### config.mk
export PLATFORM = sky130hd
export DESIGN_NAME = emw_ctrl
export DESIGN_NICKNAME = d
export VERILOG_FILES = /design/src/common/emw_pkg.sv /design/src/design/emw_ctrl.sv /design/src/design/emw_wait_sampler.sv
export SDC_FILE = /design/constraint.sdc
export NUM_CORES = 1
export LEC_CHECK = 0
export ABC_AREA = 1
export BUFFER_PORTS_ARGS = -buffer_cell sky130_fd_sc_hd__clkbuf_2
export CAP_MARGIN = 20
export CORE_MARGIN = 2
export CORE_UTILIZATION = 55
export CTS_CLUSTER_SIZE = 40
export DETAILED_ROUTE_END_ITERATION = 16
export PLACE_DENSITY = 0.82
export SKIP_LAST_GASP = 1
export SYNTH_ARGS = -nofsm -noshare
export SYNTH_HDL_FRONTEND = slang
export SYNTH_SLANG_ARGS = --single-unit
### constraint.sdc
create_clock -name mclk -period 4 [get_ports mclk]
set_input_delay 0.2 -clock mclk [delete_from_list [all_inputs] [get_ports mclk]]
set_output_delay 0.2 -clock mclk [all_outputs]
set_load 0.02 [all_outputs]
### src/common/emw_pkg.sv
// Purpose: Shared constants for the memory window and wait control block
// Assumes: APB byte address is four times the register index
// Notes:   Counts are in mclk cycles
package emw_pkg;
   localparam int PADDR_W = 8;
   localparam int CNT_W   = 5;

   // Register indices and byte addresses
   localparam logic [PADDR_W-1:0] IDX_ROM_WINDOW   = 8'h0b;
   localparam logic [PADDR_W-1:0] IDX_PROG_WAIT    = 8'h0c;
   localparam logic [PADDR_W-1:0] IDX_DATA_WAIT    = 8'h0d;
   localparam logic [PADDR_W-1:0] IDX_PERIPH_CTRL  = 8'h15;
   localparam logic [PADDR_W-1:0] ADDR_ROM_WINDOW  = 8'(IDX_ROM_WINDOW << 2);
   localparam logic [PADDR_W-1:0] ADDR_PROG_WAIT   = 8'(IDX_PROG_WAIT << 2);
   localparam logic [PADDR_W-1:0] ADDR_DATA_WAIT   = 8'(IDX_DATA_WAIT << 2);
   localparam logic [PADDR_W-1:0] ADDR_PERIPH_CTRL = 8'(IDX_PERIPH_CTRL << 2);

   // Reset values
   localparam logic [7:0] RST_ROM_WINDOW  = 8'h00;
   localparam logic [7:0] RST_PROG_WAIT   = 8'h8b;
   localparam logic [7:0] RST_DATA_WAIT   = 8'hff;
   localparam logic [7:0] RST_PERIPH_CTRL = 8'h8c;

   // Field positions
   localparam int WIN_START_LSB   = 0;
   localparam int WIN_END_LSB     = 6;
   localparam int PW_COUNT_LSB    = 0;
   localparam int PW_INT_APPLY    = 2;
   localparam int DW_LOW_LSB      = 0;
   localparam int DW_HIGH_LSB     = 4;
   localparam int PC_WAIT_ENABLE  = 6;

   // Fixed read bits
   localparam logic [7:0] PW_READ_ONES = 8'h88;
   localparam logic [7:0] DW_READ_ONES = 8'h88;

   // Access costs in cycles, and the fill for the window end address
   localparam logic [CNT_W-1:0] WIN_BYTE_EXTRA  = 5'h03;
   localparam logic [CNT_W-1:0] WIN_WORD_EXTRA  = 5'h06;
   localparam logic [CNT_W-1:0] EXT_BYTE_BASE   = 5'h02;
   localparam logic [11:0]      WIN_END_FILL    = 12'hfff;

   typedef enum logic [1:0] {
      EMW_IDLE  = 2'b00,
      EMW_COUNT = 2'b01,
      EMW_DONE  = 2'b10
   } emw_state_e;
endpackage : emw_pkg

### src/design/emw_ctrl.sv
// Purpose: ROM window mapping and wait insertion for program and data accesses
// Assumes: CPU holds cpu_req and its attributes until cpu_ack
// Notes:   APB slave with zero wait states; unmapped addresses give pslverr
// Notes on behaviour
// Enabled window data reads fetch program memory at same address, table segment.
// Window reads cost three extra cycles per byte, six per word.
// Window writes cost no extra cycles; their result is not guaranteed.
// Window low nibble is start top digit; high nibble end; bits 4,5 ones.
// Zero low nibble disables the window.
// Internal RAM inside the window wins over program memory.
// Window addresses never reach external data memory.
// Window bits 7:6 select end 3FFF, 7FFF, BFFF or FFFF.
// Software keeps start at least 1200H in segment 0, else 1000H.
// After any reset the window is inactive.
// Window register takes only the first write after reset.
// Hardware does not check start against end.
// Program wait bits 1:0 give 0-3 waits; bit 2 applies to internal ROM.
// Program wait bits 3,7 read one, ignore writes; bits 4-6 read zero.
// Program wait register resets to 8BH.
// Data wait bits 2:0 below 8000H, bits 6:4 from 8000H up.
// Data wait bits 3,7 ignore writes and read one.
// Data wait register resets to FFH.
// External data bytes cost two base cycles each plus programmed waits.
// Wait pin high, sampled on falling edges, stretches external strobes.
// Wait ends one period after two consecutive low samples.
// Programmed waits and wait pin together give the longer stretch.
// Wait pin counts only when peripheral control bit 6 set, data space only.
`timescale 1ns/1ps
module emw_ctrl (
   input  wire logic                        mclk,
   input  wire logic                        sys_rst,
   input  wire logic [emw_pkg::PADDR_W-1:0] paddr,
   input  wire logic                        psel,
   input  wire logic                        penable,
   input  wire logic                        pwrite,
   input  wire logic [31:0]                 pwdata,
   output logic      [31:0]                 prdata,
   output logic                             pready,
   output logic                             pslverr,
   input  wire logic                        cpu_req,
   input  wire logic                        cpu_prog_space,
   input  wire logic                        cpu_write,
   input  wire logic                        cpu_word,
   input  wire logic                        cpu_internal,
   input  wire logic [15:0]                 cpu_addr,
   input  wire logic [3:0]                  table_segment_select,
   output logic                             cpu_ack,
   output logic [19:0]                      mem_addr,
   output logic                             win_prog_read,
   output logic                             ext_prog_read,
   output logic                             ext_data_read,
   output logic                             ext_data_write,
   input  wire logic                        port11_pin0
);
   import emw_pkg::*;

   typedef struct packed {
      logic [7:0]       win;
      logic             win_locked;
      logic [2:0]       pw;
      logic [5:0]       dw;
      logic [7:0]       pc;
      logic [31:0]      rdata;
      logic             err;
      emw_state_e       state;
      logic [CNT_W-1:0] cnt;
      logic             wait_on;
      logic [19:0]      addr;
      logic             win_rd;
      logic             ext_prd;
      logic             ext_drd;
      logic             ext_dwr;
   } emw_ctrl_s;

   localparam emw_ctrl_s RST_ST = '{
      win:        RST_ROM_WINDOW,
      win_locked: 1'b0,
      pw:         RST_PROG_WAIT[2:0],
      dw:         {RST_DATA_WAIT[6:4], RST_DATA_WAIT[2:0]},
      pc:         RST_PERIPH_CTRL,
      rdata:      32'h0000_0000,
      err:        1'b0,
      state:      EMW_IDLE,
      cnt:        5'h00,
      wait_on:    1'b0,
      addr:       20'h0_0000,
      win_rd:     1'b0,
      ext_prd:    1'b0,
      ext_drd:    1'b0,
      ext_dwr:    1'b0
   };

   emw_ctrl_s st;
   emw_ctrl_s next_st;

   logic             stretch;
   logic             win_en;
   logic [15:0]      win_start;
   logic [15:0]      win_end;
   logic             in_win;
   logic             take;
   logic [CNT_W-1:0] cost;
   logic [2:0]       area_wait;
   logic [7:0]       pw_view;
   logic [7:0]       dw_view;
   logic             apb_setup;
   logic             apb_write;

   emw_wait_sampler u_wait (
      .mclk     (mclk),
      .sys_rst  (sys_rst),
      .wait_pin (port11_pin0),
      .active   (st.wait_on && (st.ext_drd || st.ext_dwr)),
      .stretch  (stretch)
   );

   // Window decode; start above end simply matches nothing
   assign win_en    = st.win_locked && (st.win[3:0] != 4'h0);
   assign win_start = {st.win[WIN_START_LSB +: 4], WIN_END_FILL & 12'h000};
   assign win_end   = {st.win[WIN_END_LSB +: 2], 2'b11, WIN_END_FILL};
   assign in_win    = win_en && (cpu_addr >= win_start) && (cpu_addr <= win_end);

   assign take      = (st.state == EMW_IDLE) && cpu_req;
   assign area_wait = cpu_addr[15] ? st.dw[5:3] : st.dw[2:0];

   assign pw_view   = PW_READ_ONES | {5'b00000, st.pw};
   assign dw_view   = DW_READ_ONES | {1'b0, st.dw[5:3], 1'b0, st.dw[2:0]};
   assign apb_setup = psel && !penable;
   assign apb_write = psel && penable && pwrite;

   // Cost of the access just taken
   always_comb begin
      cost = 5'h00;
      if (cpu_prog_space) begin
         if (!cpu_internal || st.pw[PW_INT_APPLY]) begin
            cost = {3'b000, st.pw[1:0]};
         end
      end else if (cpu_internal) begin
         cost = 5'h00;
      end else if (in_win) begin
         if (!cpu_write) begin
            cost = cpu_word ? WIN_WORD_EXTRA : WIN_BYTE_EXTRA;
         end
      end else begin
         // Base cost per byte, programmed waits once on top
         cost = (cpu_word ? 5'(EXT_BYTE_BASE << 1) : EXT_BYTE_BASE)
                + {2'b00, area_wait};
      end
   end

   always_comb begin
      next_st = st;

      // Register reads are captured in setup so prdata comes from a flop
      if (apb_setup) begin
         next_st.err   = 1'b0;
         next_st.rdata = 32'h0000_0000;
         unique case (paddr)
            ADDR_ROM_WINDOW:  next_st.rdata = {24'h00_0000, st.win};
            ADDR_PROG_WAIT:   next_st.rdata = {24'h00_0000, pw_view};
            ADDR_DATA_WAIT:   next_st.rdata = {24'h00_0000, dw_view};
            ADDR_PERIPH_CTRL: next_st.rdata = {24'h00_0000, st.pc};
            default:          next_st.err   = 1'b1;
         endcase
      end

      if (apb_write) begin
         unique case (paddr)
            ADDR_ROM_WINDOW: begin
               if (!st.win_locked) begin
                  next_st.win        = pwdata[7:0];
                  next_st.win_locked = 1'b1;
               end
            end
            ADDR_PROG_WAIT:   next_st.pw = pwdata[2:0];
            ADDR_DATA_WAIT:   next_st.dw = {pwdata[6:4], pwdata[2:0]};
            ADDR_PERIPH_CTRL: next_st.pc = pwdata[7:0];
            default: begin
            end
         endcase
      end

      unique case (st.state)
         EMW_IDLE: begin
            if (cpu_req) begin
               next_st.cnt     = cost;
               next_st.state   = (cost == 5'h00) ? EMW_DONE : EMW_COUNT;
               next_st.addr    = {table_segment_select, cpu_addr};
               next_st.win_rd  = !cpu_prog_space && !cpu_internal
                                 && in_win && !cpu_write;
               next_st.ext_prd = cpu_prog_space && !cpu_internal;
               // Window area never goes out as ordinary data storage
               next_st.ext_drd = !cpu_prog_space && !cpu_internal
                                 && !in_win && !cpu_write;
               next_st.ext_dwr = !cpu_prog_space && !cpu_internal
                                 && !in_win && cpu_write;
               next_st.wait_on = st.pc[PC_WAIT_ENABLE] && !cpu_prog_space;
            end
         end
         EMW_COUNT: begin
            if (st.cnt > 5'h01) begin
               next_st.cnt = st.cnt - 5'h01;
            end else if (!(stretch && st.wait_on)) begin
               // Hold on last count while the pin asks; longer wait wins
               next_st.cnt   = 5'h00;
               next_st.state = EMW_DONE;
            end
         end
         EMW_DONE: begin
            next_st.state   = EMW_IDLE;
            next_st.win_rd  = 1'b0;
            next_st.ext_prd = 1'b0;
            next_st.ext_drd = 1'b0;
            next_st.ext_dwr = 1'b0;
            next_st.wait_on = 1'b0;
         end
         default: begin
            next_st.state = EMW_IDLE;
         end
      endcase
   end

   always_ff @(posedge mclk or posedge sys_rst) begin
      if (sys_rst) begin
         st <= RST_ST;
      end else begin
         st <= next_st;
      end
   end

   assign prdata         = st.rdata;
   assign pslverr        = st.err;
   assign pready         = 1'b1;
   assign cpu_ack        = (st.state == EMW_DONE);
   assign mem_addr       = st.addr;
   assign win_prog_read  = st.win_rd;
   assign ext_prog_read  = st.ext_prd;
   assign ext_data_read  = st.ext_drd;
   assign ext_data_write = st.ext_dwr;

   win_lock_hold_a: assert property (@(posedge mclk) disable iff (sys_rst)
      st.win_locked && apb_write && (paddr == ADDR_ROM_WINDOW) |=> $stable(st.win))
      else $error("window register changed after first write");

   win_lock_set_a: assert property (@(posedge mclk) disable iff (sys_rst)
      !st.win_locked && apb_write && (paddr == ADDR_ROM_WINDOW) |=> st.win_locked)
      else $error("first window write did not lock the register");

   win_reset_off_a: assert property (@(posedge mclk) disable iff (sys_rst)
      !st.win_locked |-> !win_en)
      else $error("window active before being written");

   win_zero_off_a: assert property (@(posedge mclk) disable iff (sys_rst)
      (st.win[3:0] == 4'h0) |-> !in_win)
      else $error("window hit with zero start nibble");

   win_digit_hit_a: assert property (@(posedge mclk) disable iff (sys_rst)
      win_en && (cpu_addr[15:12] == st.win[3:0]) && (cpu_addr[15:14] <= st.win[7:6])
      |-> in_win)
      else $error("address inside window range missed");

   win_below_miss_a: assert property (@(posedge mclk) disable iff (sys_rst)
      (cpu_addr[15:12] < st.win[3:0]) |-> !in_win)
      else $error("address below window start hit");

   win_above_miss_a: assert property (@(posedge mclk) disable iff (sys_rst)
      (cpu_addr[15:14] > st.win[7:6]) |-> !in_win)
      else $error("address above window end hit");

   rdy_reset_val_a: assert property (@(posedge mclk) disable iff (sys_rst)
      $fell(sys_rst) |-> (pw_view == RST_PROG_WAIT) && (dw_view == RST_DATA_WAIT))
      else $error("wait registers not at reset values");

   pw_read_view_a: assert property (@(posedge mclk) disable iff (sys_rst)
      apb_setup && (paddr == ADDR_PROG_WAIT) |=> (prdata[7:3] == 5'b10001))
      else $error("program wait fixed bits read wrong");

   dw_read_view_a: assert property (@(posedge mclk) disable iff (sys_rst)
      apb_setup && (paddr == ADDR_DATA_WAIT) |=> prdata[7] && prdata[3])
      else $error("data wait fixed bits read wrong");

   seg_addr_out_a: assert property (@(posedge mclk) disable iff (sys_rst)
      take |=> (mem_addr[15:0] == $past(cpu_addr))
      && (mem_addr[19:16] == $past(table_segment_select)))
      else $error("memory address not segment and address");

   win_read_route_a: assert property (@(posedge mclk) disable iff (sys_rst)
      take && in_win && !cpu_prog_space && !cpu_internal && !cpu_write |=> win_prog_read)
      else $error("window read not served from program memory");

   win_byte_cost_a: assert property (@(posedge mclk) disable iff (sys_rst)
      take && in_win && !cpu_prog_space && !cpu_internal && !cpu_write && !cpu_word
      |=> !cpu_ack [*3] ##1 cpu_ack)
      else $error("window byte read not three extra cycles");

   win_word_cost_a: assert property (@(posedge mclk) disable iff (sys_rst)
      take && in_win && !cpu_prog_space && !cpu_internal && !cpu_write && cpu_word
      |=> !cpu_ack [*6] ##1 cpu_ack)
      else $error("window word read not six extra cycles");

   win_write_free_a: assert property (@(posedge mclk) disable iff (sys_rst)
      take && in_win && !cpu_prog_space && !cpu_internal && cpu_write
      |=> cpu_ack && !ext_data_write)
      else $error("window write took extra cycles or went out");

   int_ram_first_a: assert property (@(posedge mclk) disable iff (sys_rst)
      take && !cpu_prog_space && cpu_internal
      |=> !win_prog_read && !ext_data_read && !ext_data_write)
      else $error("internal RAM access was redirected");

   win_no_ext_a: assert property (@(posedge mclk) disable iff (sys_rst)
      take && !cpu_prog_space && in_win |=> !ext_data_read && !ext_data_write)
      else $error("window address reached external data memory");

   wait_holds_a: assert property (@(posedge mclk) disable iff (sys_rst)
      (st.state == EMW_COUNT) && (st.cnt == 5'h01) && stretch && st.wait_on
      |=> (st.state == EMW_COUNT))
      else $error("access ended while wait pin stretching");

   wait_off_end_a: assert property (@(posedge mclk) disable iff (sys_rst)
      (st.state == EMW_COUNT) && (st.cnt == 5'h01) && !st.wait_on |=> (st.state == EMW_DONE))
      else $error("wait pin honoured while not enabled");

   strobe_stretch_a: assert property (@(posedge mclk) disable iff (sys_rst)
      (ext_data_read || ext_data_write) && !cpu_ack |=> ext_data_read || ext_data_write)
      else $error("external data strobe dropped before access end");

   prog_ext_cost_a: assert property (@(posedge mclk) disable iff (sys_rst)
      take && cpu_prog_space && !cpu_internal && (st.pw[1:0] == 2'b00) |=> cpu_ack)
      else $error("program fetch with zero waits was delayed");

   prog_int_free_a: assert property (@(posedge mclk) disable iff (sys_rst)
      take && cpu_prog_space && cpu_internal && !st.pw[PW_INT_APPLY] |=> cpu_ack)
      else $error("internal program fetch got waits without apply bit");

   prog_wait_max_a: assert property (@(posedge mclk) disable iff (sys_rst)
      take && cpu_prog_space && !cpu_internal && (st.pw[1:0] == 2'b11)
      |=> !cpu_ack [*3] ##1 cpu_ack)
      else $error("program fetch not three wait cycles");

   ext_byte_base_a: assert property (@(posedge mclk) disable iff (sys_rst)
      take && !cpu_prog_space && !cpu_internal && !in_win && !cpu_word
      && (area_wait == 3'h0) && !st.pc[PC_WAIT_ENABLE] |=> !cpu_ack [*2] ##1 cpu_ack)
      else $error("external byte access not two base cycles");

   ext_word_base_a: assert property (@(posedge mclk) disable iff (sys_rst)
      take && !cpu_prog_space && !cpu_internal && !in_win && cpu_word
      && (area_wait == 3'h0) && !st.pc[PC_WAIT_ENABLE] |=> !cpu_ack [*4] ##1 cpu_ack)
      else $error("external word access not four base cycles");
endmodule : emw_ctrl

### src/design/emw_wait_sampler.sv
// Purpose: Samples the external wait pin on falling clock edges
// Assumes: Pin is synchronous to mclk; active frames one external data access
// Notes:   Stretch drops one sample period after two consecutive low samples
`timescale 1ns/1ps
module emw_wait_sampler (
   input  wire logic mclk,
   input  wire logic sys_rst,
   input  wire logic wait_pin,
   input  wire logic active,
   output logic      stretch
);
   import emw_pkg::*;

   typedef struct packed {
      logic       seen_high;
      logic [1:0] low_run;
   } emw_ws_s;

   emw_ws_s st;
   emw_ws_s next_st;

   always_comb begin
      next_st = st;
      if (!active) begin
         next_st.seen_high = 1'b0;
         next_st.low_run   = 2'b00;
      end else if (wait_pin) begin
         next_st.seen_high = 1'b1;
         next_st.low_run   = 2'b00;
      end else if (st.low_run != 2'b11) begin
         next_st.low_run   = st.low_run + 2'b01;
      end
   end

   // Falling edge, as the pin is judged half a cycle ahead of the strobe end
   always_ff @(negedge mclk or posedge sys_rst) begin
      if (sys_rst) begin
         st <= '0;
      end else begin
         st <= next_st;
      end
   end

   assign stretch = st.seen_high && (st.low_run != 2'b11);
endmodule : emw_wait_sampler

**After elaboration in Yosys (flattened, before gate mapping)**

Index checks and enable logic that the tools add are counted.

- Register bits: 94
- Word-level logic and storage cells: 99

- $add $sub $neg: 3
- Magnitude comparators: 3
- Eq/ne operators: 13
- Muxes and demuxes: 23
- Bitwise gates (word level): 1
- Reductions and logical operators: 39

Operators with widths:

| cell | count |
|---|---|
| 32-bit 2-to-1 mux | 1 |
| 8-bit one-hot mux with 4 select lines | 1 |
| 8-bit by 6-bit == test with 1-bit output (second input constant) | 3 |
| 5-bit 2-to-1 mux | 4 |
| 1-bit logical AND | 17 |
| 16-bit greater-or-equal comparator | 1 |
| 16-bit <= comparator | 1 |
| 3-bit 2-to-1 mux | 5 |
| 2-bit AND reduction | 6 |
| 2-bit 2-to-1 mux | 5 |
| 2-bit inequality test (second input constant) | 5 |
| 5-bit one-hot mux with 2 select lines | 1 |
| 3-bit AND reduction | 3 |
| 8-bit by 7-bit == test with 1-bit output (second input constant) | 1 |
| 4-bit one-hot mux with 2 select lines | 1 |
| 7-bit 2-to-1 mux | 1 |
| 3-bit inequality test (second input constant) | 2 |
| 5-bit by 1-bit > comparator with 1-bit output (second input constant) | 1 |
| 1-bit zero test | 5 |
| 5-bit zero test | 1 |
| 5-bit by 1-bit subtractor with 5-bit output (second input constant) | 1 |
| 3-bit by 3-bit adder with 4-bit output | 1 |
| 2-bit one-hot mux with 2 select lines | 1 |
| 2-bit nonzero test | 2 |
| 10 further kinds | 12 |

**Logic depth before layout (Yosys ltp)**

Gate-level depths: netlist of the first run.

- Depth in word-level cells: 11
- Gate-level depth with buffers: 17

**Hierarchy**

Synthesis of the first run repeated with hierarchy kept, for this count alone.

- Cell total of the unflattened synthesis: 507
- Area total of the unflattened synthesis: 3967.6 sq um

Modules (own cells, without submodules):

| module | times used | cells an instance | area each (sq um) |
|---|---|---|---|
| emw_ctrl | 1 | 488 | 3816.2 |
| emw_wait_sampler | 1 | 19 | 151.4 |

==> results of run 1 <==
==> flip-flops by register name, indices dropped and copies added (netlist names) <==
register        cells
dw_view             6
st                 25
ext_data_write      1
ext_prog_read       1
prdata              8
pw_view             3
u_wait.st           3
ext_data_read       1
mem_addr           20
win_prog_read       1
pslverr             1
==> layout by cell type, fill, tap and decap left out, types with 4 or more instances in the layout <==
cell	instances
a21oi_1	14
clkbuf_2	80
clkbuf_8	9
conb_1	25
dfrtp_1	56
dfstp_2	11
ha_1	10
inv_1	62
nand2_1	151
nand2_2	4
nand3_1	11
nor2_1	33
o21ai_0	27
o21ai_1	11
o21ai_2	8
==> final timing paths <==
kind / from / end / slack (ns) / cells after the start
max: u_wait.st[0] / st[29] / 0.27 / 8
min: table_segment_select[2] / mem_addr[18] / 0.05 / 3
max reg2reg: u_wait.st[0] / st[29] / 0.27 / 8
min reg2reg: u_wait.st[2] / u_wait.st[2] / 0.45 / 1
max in group asynchronous: sys_rst / u_wait.st[2] / 2.25 / 2
min in group asynchronous: sys_rst / mem_addr[16] / 0.16 / 3
==> logic make-up (layout without fill, tap and decap cells) <==
group	Yosys count	in the layout	share of synthesized area [%]
AOI/OAI and AO/OA	77	77	11.8
DFF	70	70	43.8
buffers and inverters	127	162	17.1
other	2	25	0.186
adders and majority gates	11	11	3.60
muxes	1	1	0.248
and+or+nand+nor	215	215	22.7
xor gates and xnor gates	3	3	0.651
==> power groups by stage <==
| stage | combinational (mW) | clock [mW] | sequential [mW] |
|---|---|---|---|
| after detailed placement | 0.732 | 0 | 0.946 |
| after global placement | 0.715 | 0 | 0.939 |
| after floorplan | 0.672 | 0 | 0.936 |
| final | 0.735 | 0.670 | 0.934 |
| after CTS | 0.739 | 0.679 | 0.933 |
| after global routing | 0.825 | 0.719 | 0.954 |
==> tightest hold or removal path, cell delays in order <==
cell      delay [ns]
clkbuf_2        0.07
nand2_1         0.04
nand2_1         0.04
==> stage by stage <==
| stage | instances | utilization (%) | hold WS (ns) | cell area (um^2) | power, mW |
|---|---|---|---|---|---|
| 2_1_floorplan | 529 | - | 0.310 | 4120 | 1.61 |
| 3_3_place_gp | 647 | 58.6 | 0.396 | 4210 | 1.65 |
| 3_5_place_dp | 647 | 58.6 | 0.402 | 4210 | 1.68 |
| 4_1_cts | 663 | 61.8 | 0.0444 | 4440 | 2.35 |
| 5_1_grt | 663 | 61.8 | 0.0577 | 4440 | 2.50 |
| 6_report | 663 | 61.8 | 0.0488 | 4440 | 2.34 |
==> cell type report <==
| type | count | area (um^2) | share of cell area (%) |
|---|---|---|---|
| clock buffers | 12 | 135 | 3.04 |
| clock inverters | 4 | 95.1 | 2.14 |
| inverters | 65 | 244 | 5.50 |
| multi-input cells | 332 | 1670 | 37.6 |
| flip-flops and latches | 70 | 1770 | 39.8 |
| well taps | 99 | 124 | 2.79 |
| repair buffers | 81 | 408 | 9.19 |
==> per-layer routing <==
metal	track usage (%)	vias up	wire length (um)	share of wire (%)
met4	8.96	0	189	2.3
met1	28.6	1545	3670	44
li1	-	1617	-	-
met3	2.65	20	331	4.0
met2	35.9	109	4170	50
met5	0	-	0	0
==> impl_metrics.tcl, run 1 <==
set metrics [dict create \
    outcome "finished, final reports clean" \
    synth.most_common_cell "nand2_1" \
    synth-edff-count 0 \
    detail-route-antenna-nets 0 \
    post-place-ws_ns 0.283 \
    synth_area_leaders "dfrtp_1 (35%), nand2_1 (14%), buf_4 (10%), dfstp_2 (7.2%), inv_1 (5.9%)" \
    max_stage_delay_ns 0.36 \
    n_antenna_cell 0 \
    switchingPower_uw 841 \
    setup_tns_ns 0 \
    cts_tree "yes" \
    cts-root-buf "clkbuf_8" \
    drive_gt1_share_pct 23.2 \
    cts_sinks 70 \
    syn_avg_cell_area_um2 7.97 \
    gp_congestion 0.901 \
    cts_setup_buffers 0 \
    first_global_vias 3034 \
    core_um2 7180 \
    n_fill_cell 643 \
    num-nets-final 641 \
    yosysTopAreaCellShare_pct 34.7 \
    die-width_um 89.6 \
    synth_top_flop_cell "dfrtp_1" \
    routed_via_density 4.96 \
    worst_slew_pin_slew_ns 0.834 \
    power_frac_seq_pct 39.9 \
    portBuffers 80 \
    cts_buffer_depth 2 \
    slowest_stage "dfrtn_1" \
    netlist_instances 506 \
    area_growth_pct 10.0 \
    hold_path_class "in -> reg" \
    vias 3291 \
    dieArea_um2 8040 \
    worstPathArrival_ns 3.95 \
    routed_wl_mm 8.36 \
    ioPinCount 130 \
    p_int_mw 1.50 \
    cp_top_family "compound AO/OA/AOI/OAI gates" \
    irDropWorstVdd_v 0.000274 \
    die_y_um 89.6 \
    comb_power_share_pct 31.4 \
    ctsResizeCount 0 \
    antenna_found_initial 0 \
    setup_ws_ns 0.274 \
    cp.required_ns 4.23 \
    ctsHtreeMaxLevel 3 \
    clk_pin_slew_ns 0.07 \
    ys_types 43 \
    drc 0 \
    ys_warn_count 0 \
    synthTopCellsByCount "nand2_1 (151), inv_1 (63), dfrtp_1 (56)" \
    std_cell_rows 31 \
    p_leak_nw 2.34 \
    overflow 0 \
    place_hpwl_mm 6.30 \
    relSlewSlack_pct 44.4 \
    final-setup-viol-count 0 \
    ys_ff_latch 70 \
    clock_skew_ns 0.0137 \
    cp-end-kind "flip-flop" \
    ctsHoldBuffers 0 \
    clk_latency_ns 0.34 \
    grt_max_degree 68 \
    async_flop_share_pct 100 \
    drt_iter0_markers 176 \
    cap_violations 0 \
    hold_viol 0 \
    grt_usage_pct 21.6 \
    maxSlewViolCount 0 \
    pwr-share-clk_pct 28.6 \
    worstSetupPathType "reg -> reg" \
    grt_pass1_wl_mm 13.4 \
    dr.pass1.iters 5 \
    ys_seq_area_share_pct 43.8 \
    crit_fanout 11 \
    path_buf_inv 1 \
    critPathLaunchType "flip-flop" \
    synth_area_leader_cell "dfrtp_1" \
    powerDensity_nw_per_um2 527 \
    cts_buffers 9 \
    start_util_pct 56.2 \
    syn_area_um2 4030 \
    post_drt_wl_per_cell_um 12.6 \
    swShare_pct 36.0 \
    rsz0062_at_grt "no" \
    path_cells "ha_1 -> inv_1 -> nand3_1 -> nor2_1 -> nand2_1 -> o211ai_1 -> o21ai_0 -> nor3b_2" \
]
Note: power is estimated with default switching activity, not from simulation.
==> inputs of run 2 (changes only) <==
--- a/config.mk
+++ b/config.mk
@@ -13,6 +13,8 @@
 export CTS_CLUSTER_SIZE = 40
 export DETAILED_ROUTE_END_ITERATION = 16
 export PLACE_DENSITY = 0.82
+export RECOVER_POWER = 100
+export SETUP_SLACK_MARGIN = 0.3
 export SKIP_LAST_GASP = 1
 export SYNTH_ARGS = -nofsm -noshare
 export SYNTH_HDL_FRONTEND = slang
==> impl_metrics.tcl, run 2 (synthesis gave the netlist of run 1 again) <==
set metrics [dict create \
    rsz0062_at_grt "no" \
    num-nets-final 644 \
    core_um2 7180 \
    grt_usage_pct 22.4 \
    gp_congestion 0.920 \
    clock_skew_ns 0.0170 \
    hold_viol 0 \
    start_util_pct 56.2 \
    final-setup-viol-count 0 \
    hp-start "table_segment_select[1]" \
    largest_register "st" \
    placed_cell_area_um2 4210 \
    outcome "finished with violations" \
    std_cell_rows 31 \
    drc 0 \
    critPathLaunchType "flip-flop" \
    setup_tns_ns 0 \
    post-place-ws_ns 0.268 \
    portBuffers 80 \
    setup_ws_ns 0.359 \
    crit_fanout 8 \
    drive_gt1_share_pct 15.0 \
    overflow 0 \
    maxSlewViolCount 68 \
    detail-route-antenna-nets 0 \
    reg2reg_from "u_wait.st[0]" \
    r2r_cells 9 \
    clk_pin_slew_ns 0.08 \
    cp-end-kind "flip-flop" \
    cts_buffer_depth 2 \
    die_y_um 89.6 \
    first_global_vias 3055 \
    routed_wl_mm 8.64 \
    worstPathArrival_ns 3.91 \
    cp-startpoint "u_wait.st[0]" \
    totalPowerFinal_mw 2.28 \
    cts_tree "yes" \
    pwr-share-clk_pct 27.1 \
    violations "capacitance limit, slew limit" \
    max_stage_delay_ns 0.36 \
    hold-worst-slack_ns 0.0447 \
    switchingPower_uw 859 \
    postLayoutCellArea_um2 4340 \
    largest_register_ff_count 25 \
    clk_latency_ns 0.35 \
    final_cell_mix "nand2_1 (152), inv_1 (63), dfrtp_1 (56)" \
    r2r_slack_ns 0.36 \
    antenna_found_initial 0 \
    routed_via_density 4.95 \
    cts_sinks 70 \
    swShare_pct 37.6 \
    cts_buffers 9 \
    drt_iter0_markers 156 \
    hold_end "mem_addr[17]" \
    die-width_um 89.6 \
    comb_power_share_pct 31.8 \
    relSlewSlack_pct -8.79 \
    powerDensity_nw_per_um2 527 \
    area_growth_pct 7.48 \
    worst_slew_pin_slew_ns 1.63 \
    grt_pass1_wl_mm 13.6 \
    slowest_stage "dfrtn_1" \
    p_leak_nw 2.21 \
    final_common_cell "nand2_1" \
    cts-root-buf "clkbuf_8" \
    worstReg2RegEnd "st[28]" \
    ioPinCount 130 \
    dieArea_um2 8040 \
    irDropWorstVdd_v 0.000222 \
    p_int_mw 1.42 \
    dr.pass1.iters 4 \
    path_cells "ha_1 -> inv_1 -> nand3_1 -> nor2_1 -> nand2_1 -> o211ai_1 -> buf_4 -> a21oi_1 -> a22oi_1" \
    post_drt_wl_per_cell_um 13.0 \
    n_antenna_cell 0 \
    cap_violations 1 \
    vias 3298 \
    grt_max_degree 68 \
    worstSetupPathType "reg -> reg" \
    place_hpwl_mm 6.37 \
    ctsHtreeMaxLevel 3 \
    min_path_cells 3 \
    hold_path_class "in -> reg" \
    cp.required_ns 4.26 \
    power_frac_seq_pct 41.0 \
]
[run 2: changes by cell type in the layout (fill, tap and decap cells not counted), sizes merged]
| cell | change |
|---|---|
| clkbuf | +4 |
| bufinv | -2 |
| buf | +1 |
| inv | -2 |
| clkinvlp | +2 |
[run 2: final cells by class]
cell class                 count  area, um^2
clock buffer                  14         183
fill                         659        2840
timing repair buffer          84         383
sequential                    70        1770
multi-input combinational    332        1600
clock inverter                 2        37.5
tap                           99         124
inverter                      65         245
[run 2: worst max-delay path, delay by kind of cell, from the launching register on]
family	cells	cell delay, ns
compound gates	3	0.39
flops	1	0.36
simple gates	3	0.30
buf+inv	2	0.28
fa+ha+maj	1	0.24
[run 2: worst max-delay path by stage]
| stage | endpoint | cells after the start |
|---|---|---|
| 6_report | st[28] | 9 |
| 5_1_grt | st[28] | 9 |
| 4_1_cts | st[27] | 9 |
| 3_5_place_dp | st[29] | 8 |
| 3_3_place_gp | st[29] | 8 |
| 2_1_floorplan | st[29] | 9 |
[run 2: what timing repair did]
action / in CTS / in global routing
pin swaps: 1 / 0
hold endpoints to repair: 0 / 0
endpoints found under the setup margin: 2 / 4
resized for setup: 0 / 1
setup buffers: 2 / 1
hold buffers: 0 / 0
[run 2: power by group through the flow]
stage	clock, mW	sequential [mW]	combinational [mW]
6_report	0.620	0.937	0.727
4_1_cts	0.625	0.935	0.753
5_1_grt	0.657	0.952	0.811
3_3_place_gp	0	0.940	0.716
3_5_place_dp	0	0.947	0.734
2_1_floorplan	0	0.936	0.672
[run 2: per-layer routing]
| layer | wire length [um] | vias up | GRT usage (%) |
|---|---|---|---|
| li1 | - | 1622 | - |
| met1 | 3690 | 1561 | 28.6 |
| met2 | 4310 | 98 | 36.8 |
| met3 | 441 | 17 | 3.47 |
| met4 | 194 | 0 | 11.9 |
| met5 | 0 | - | 0 |
[run 2: metrics by stage]
| stage | cells | utilization [%] |
|---|---|---|
| after floorplan | 529 | - |
| after global placement | 647 | 58.7 |
| after detailed placement | 647 | 58.7 |
| after CTS | 665 | 62.0 |
| after global routing | 666 | 60.4 |
| final | 666 | 60.4 |
==> inputs of run 3 (changes only) <==
==> constraint.sdc (replaced) <==
create_clock -name mclk -period 4 [get_ports mclk]
set_input_delay 0.4 -clock mclk [delete_from_list [all_inputs] [get_ports mclk]]
set_output_delay 0.4 -clock mclk [all_outputs]
set_load 0.02 [all_outputs]
==> impl_metrics.tcl, run 3 (synthesis gave the netlist of run 1 again) <==
set metrics [dict create \
    hold_viol 0 \
    n_fill_cell 660 \
    post-place-ws_ns 0.245 \
    grt_pass1_wl_mm 13.8 \
    pwr-share-clk_pct 25.3 \
    r2r_slack_ns 0.34 \
    hold-worst-slack_ns 0.242 \
    cp.required_ns 4.23 \
    cts_sinks 70 \
    grt_usage_pct 22.6 \
    ioPinCount 130 \
    final_common_cell "nand2_1" \
    regArea_um2 1770 \
    num-nets-final 644 \
    core_um2 7180 \
    die-width_um 89.6 \
    maxSlewViolCount 68 \
    worstSetupPathType "reg -> reg" \
    totalPowerFinal_mw 2.24 \
    largest_register "st" \
    ctsHtreeMaxLevel 3 \
    dr.pass1.iters 4 \
    setup_ws_ns 0.344 \
    setup_tns_ns 0 \
    final-setup-viol-count 0 \
    hold_path_class "in -> reg" \
    power_frac_seq_pct 41.8 \
    largest_register_ff_count 25 \
    cts_buffers 9 \
    gp_congestion 0.906 \
    cts_buffer_depth 2 \
    post_drt_wl_per_cell_um 12.8 \
    powerDensity_nw_per_um2 518 \
    outcome "finished with violations" \
    crit_fanout 8 \
    p_int_mw 1.37 \
    vias 3262 \
    final_util_pct 60.3 \
    clock_skew_ns 0.0158 \
    relSlewSlack_pct -8.06 \
    cp-end-kind "flip-flop" \
    clk_pin_slew_ns 0.08 \
    dieArea_um2 8040 \
    overflow 0 \
    swShare_pct 38.7 \
    grt_max_degree 68 \
    critPathLaunchType "flip-flop" \
    irDropWorstVdd_v 0.000191 \
    n_antenna_cell 0 \
    die_y_um 89.6 \
    routed_via_density 4.90 \
    worst_slew_pin_slew_ns 1.62 \
    cap_violations 1 \
    portBuffers 80 \
    std_cell_rows 31 \
    multi_input_area_um2 1610 \
    drive_gt1_share_pct 15.9 \
    detail-route-antenna-nets 0 \
    drc 0 \
    cts_tree "yes" \
    start_util_pct 56.2 \
    drt_iter0_markers 138 \
    rsz0062_at_grt "yes" \
    place_hpwl_mm 6.40 \
    cts-root-buf "clkbuf_8" \
    comb_power_share_pct 32.9 \
    routed_wl_mm 8.53 \
    final_cell_mix "nand2_1 (152), inv_1 (63), dfrtp_1 (56)" \
    switchingPower_uw 866 \
    p_leak_nw 2.21 \
    antenna_found_initial 0 \
    worstPathArrival_ns 3.88 \
    violations "capacitance limit, slew limit" \
    clk_latency_ns 0.35 \
    first_global_vias 3067 \
    area_growth_pct 7.26 \
]
==> run 3: timing repair <==
action / 4_1_cts / 5_1_grt
hold buffers: 0 / 0
resized for setup: 0 / 5
setup buffers: 1 / 2
pin swaps: 1 / 2
setup endpoints to repair: 2 / 4
==> run 3: cell type report <==
class / instances / share of cell area [%]
clock buffers: 10 / 3.18
repair buffers: 84 / 8.88
inverters: 65 / 5.67
clock inverters: 6 / 1.42
flip-flops and latches: 70 / 40.8
well taps: 99 / 2.86
multi-input cells: 332 / 37.2
==> run 3: worst max-delay path, stage by stage (launching register included) <==
cell and delay [ns]:
dfrtn_1 0.35, ha_1 0.24, inv_1 0.08, nand3_1 0.09, nor2_1 0.15, nand2_1 0.07
o211ai_1 0.14, buf_4 0.22, clkbuf_4 0.14, a22oi_1 0.07
==> run 3: per-stage QoR <==
stage / area [um^2] / std cells
floorplan: 4120 / 529
global placement: 4210 / 647
detailed placement: 4210 / 647
CTS: 4420 / 664
global route: 4330 / 666
finish: 4330 / 666
==> run 3: power by group through the flow <==
stage	logic [mW]	clock network [mW]	registers (mW)
5_1_grt	0.827	0.615	0.953
4_1_cts	0.745	0.577	0.937
2_1_floorplan	0.672	0	0.936
3_5_place_dp	0.732	0	0.949
3_3_place_gp	0.716	0	0.939
6_report	0.736	0.567	0.937
==> run 3: final timing paths <==
| path | from | cells after the start | endpoint |
|---|---|---|---|
| worst max register to register | u_wait.st[1] | 9 | st[25] |
| max in group asynchronous | sys_rst | 2 | u_wait.st[0] |
| min in group asynchronous | sys_rst | 3 | pw_view[2] |
| worst min-delay path | table_segment_select[2] | 3 | mem_addr[18] |
| worst min register to register | u_wait.st[2] | 1 | u_wait.st[2] |
| worst max-delay path | u_wait.st[1] | 9 | st[25] |
==> run 3: routing by layer <==
| layer | GRT usage (%) | part of all wire [%] | up-vias |
|---|---|---|---|
| met3 | 6.31 | 5.7 | 16 |
| met2 | 37.0 | 50 | 111 |
| met1 | 28.7 | 42 | 1512 |
| li1 | - | - | 1623 |
| met4 | 8.68 | 2.2 | 0 |
| met5 | 0 | 0 | - |
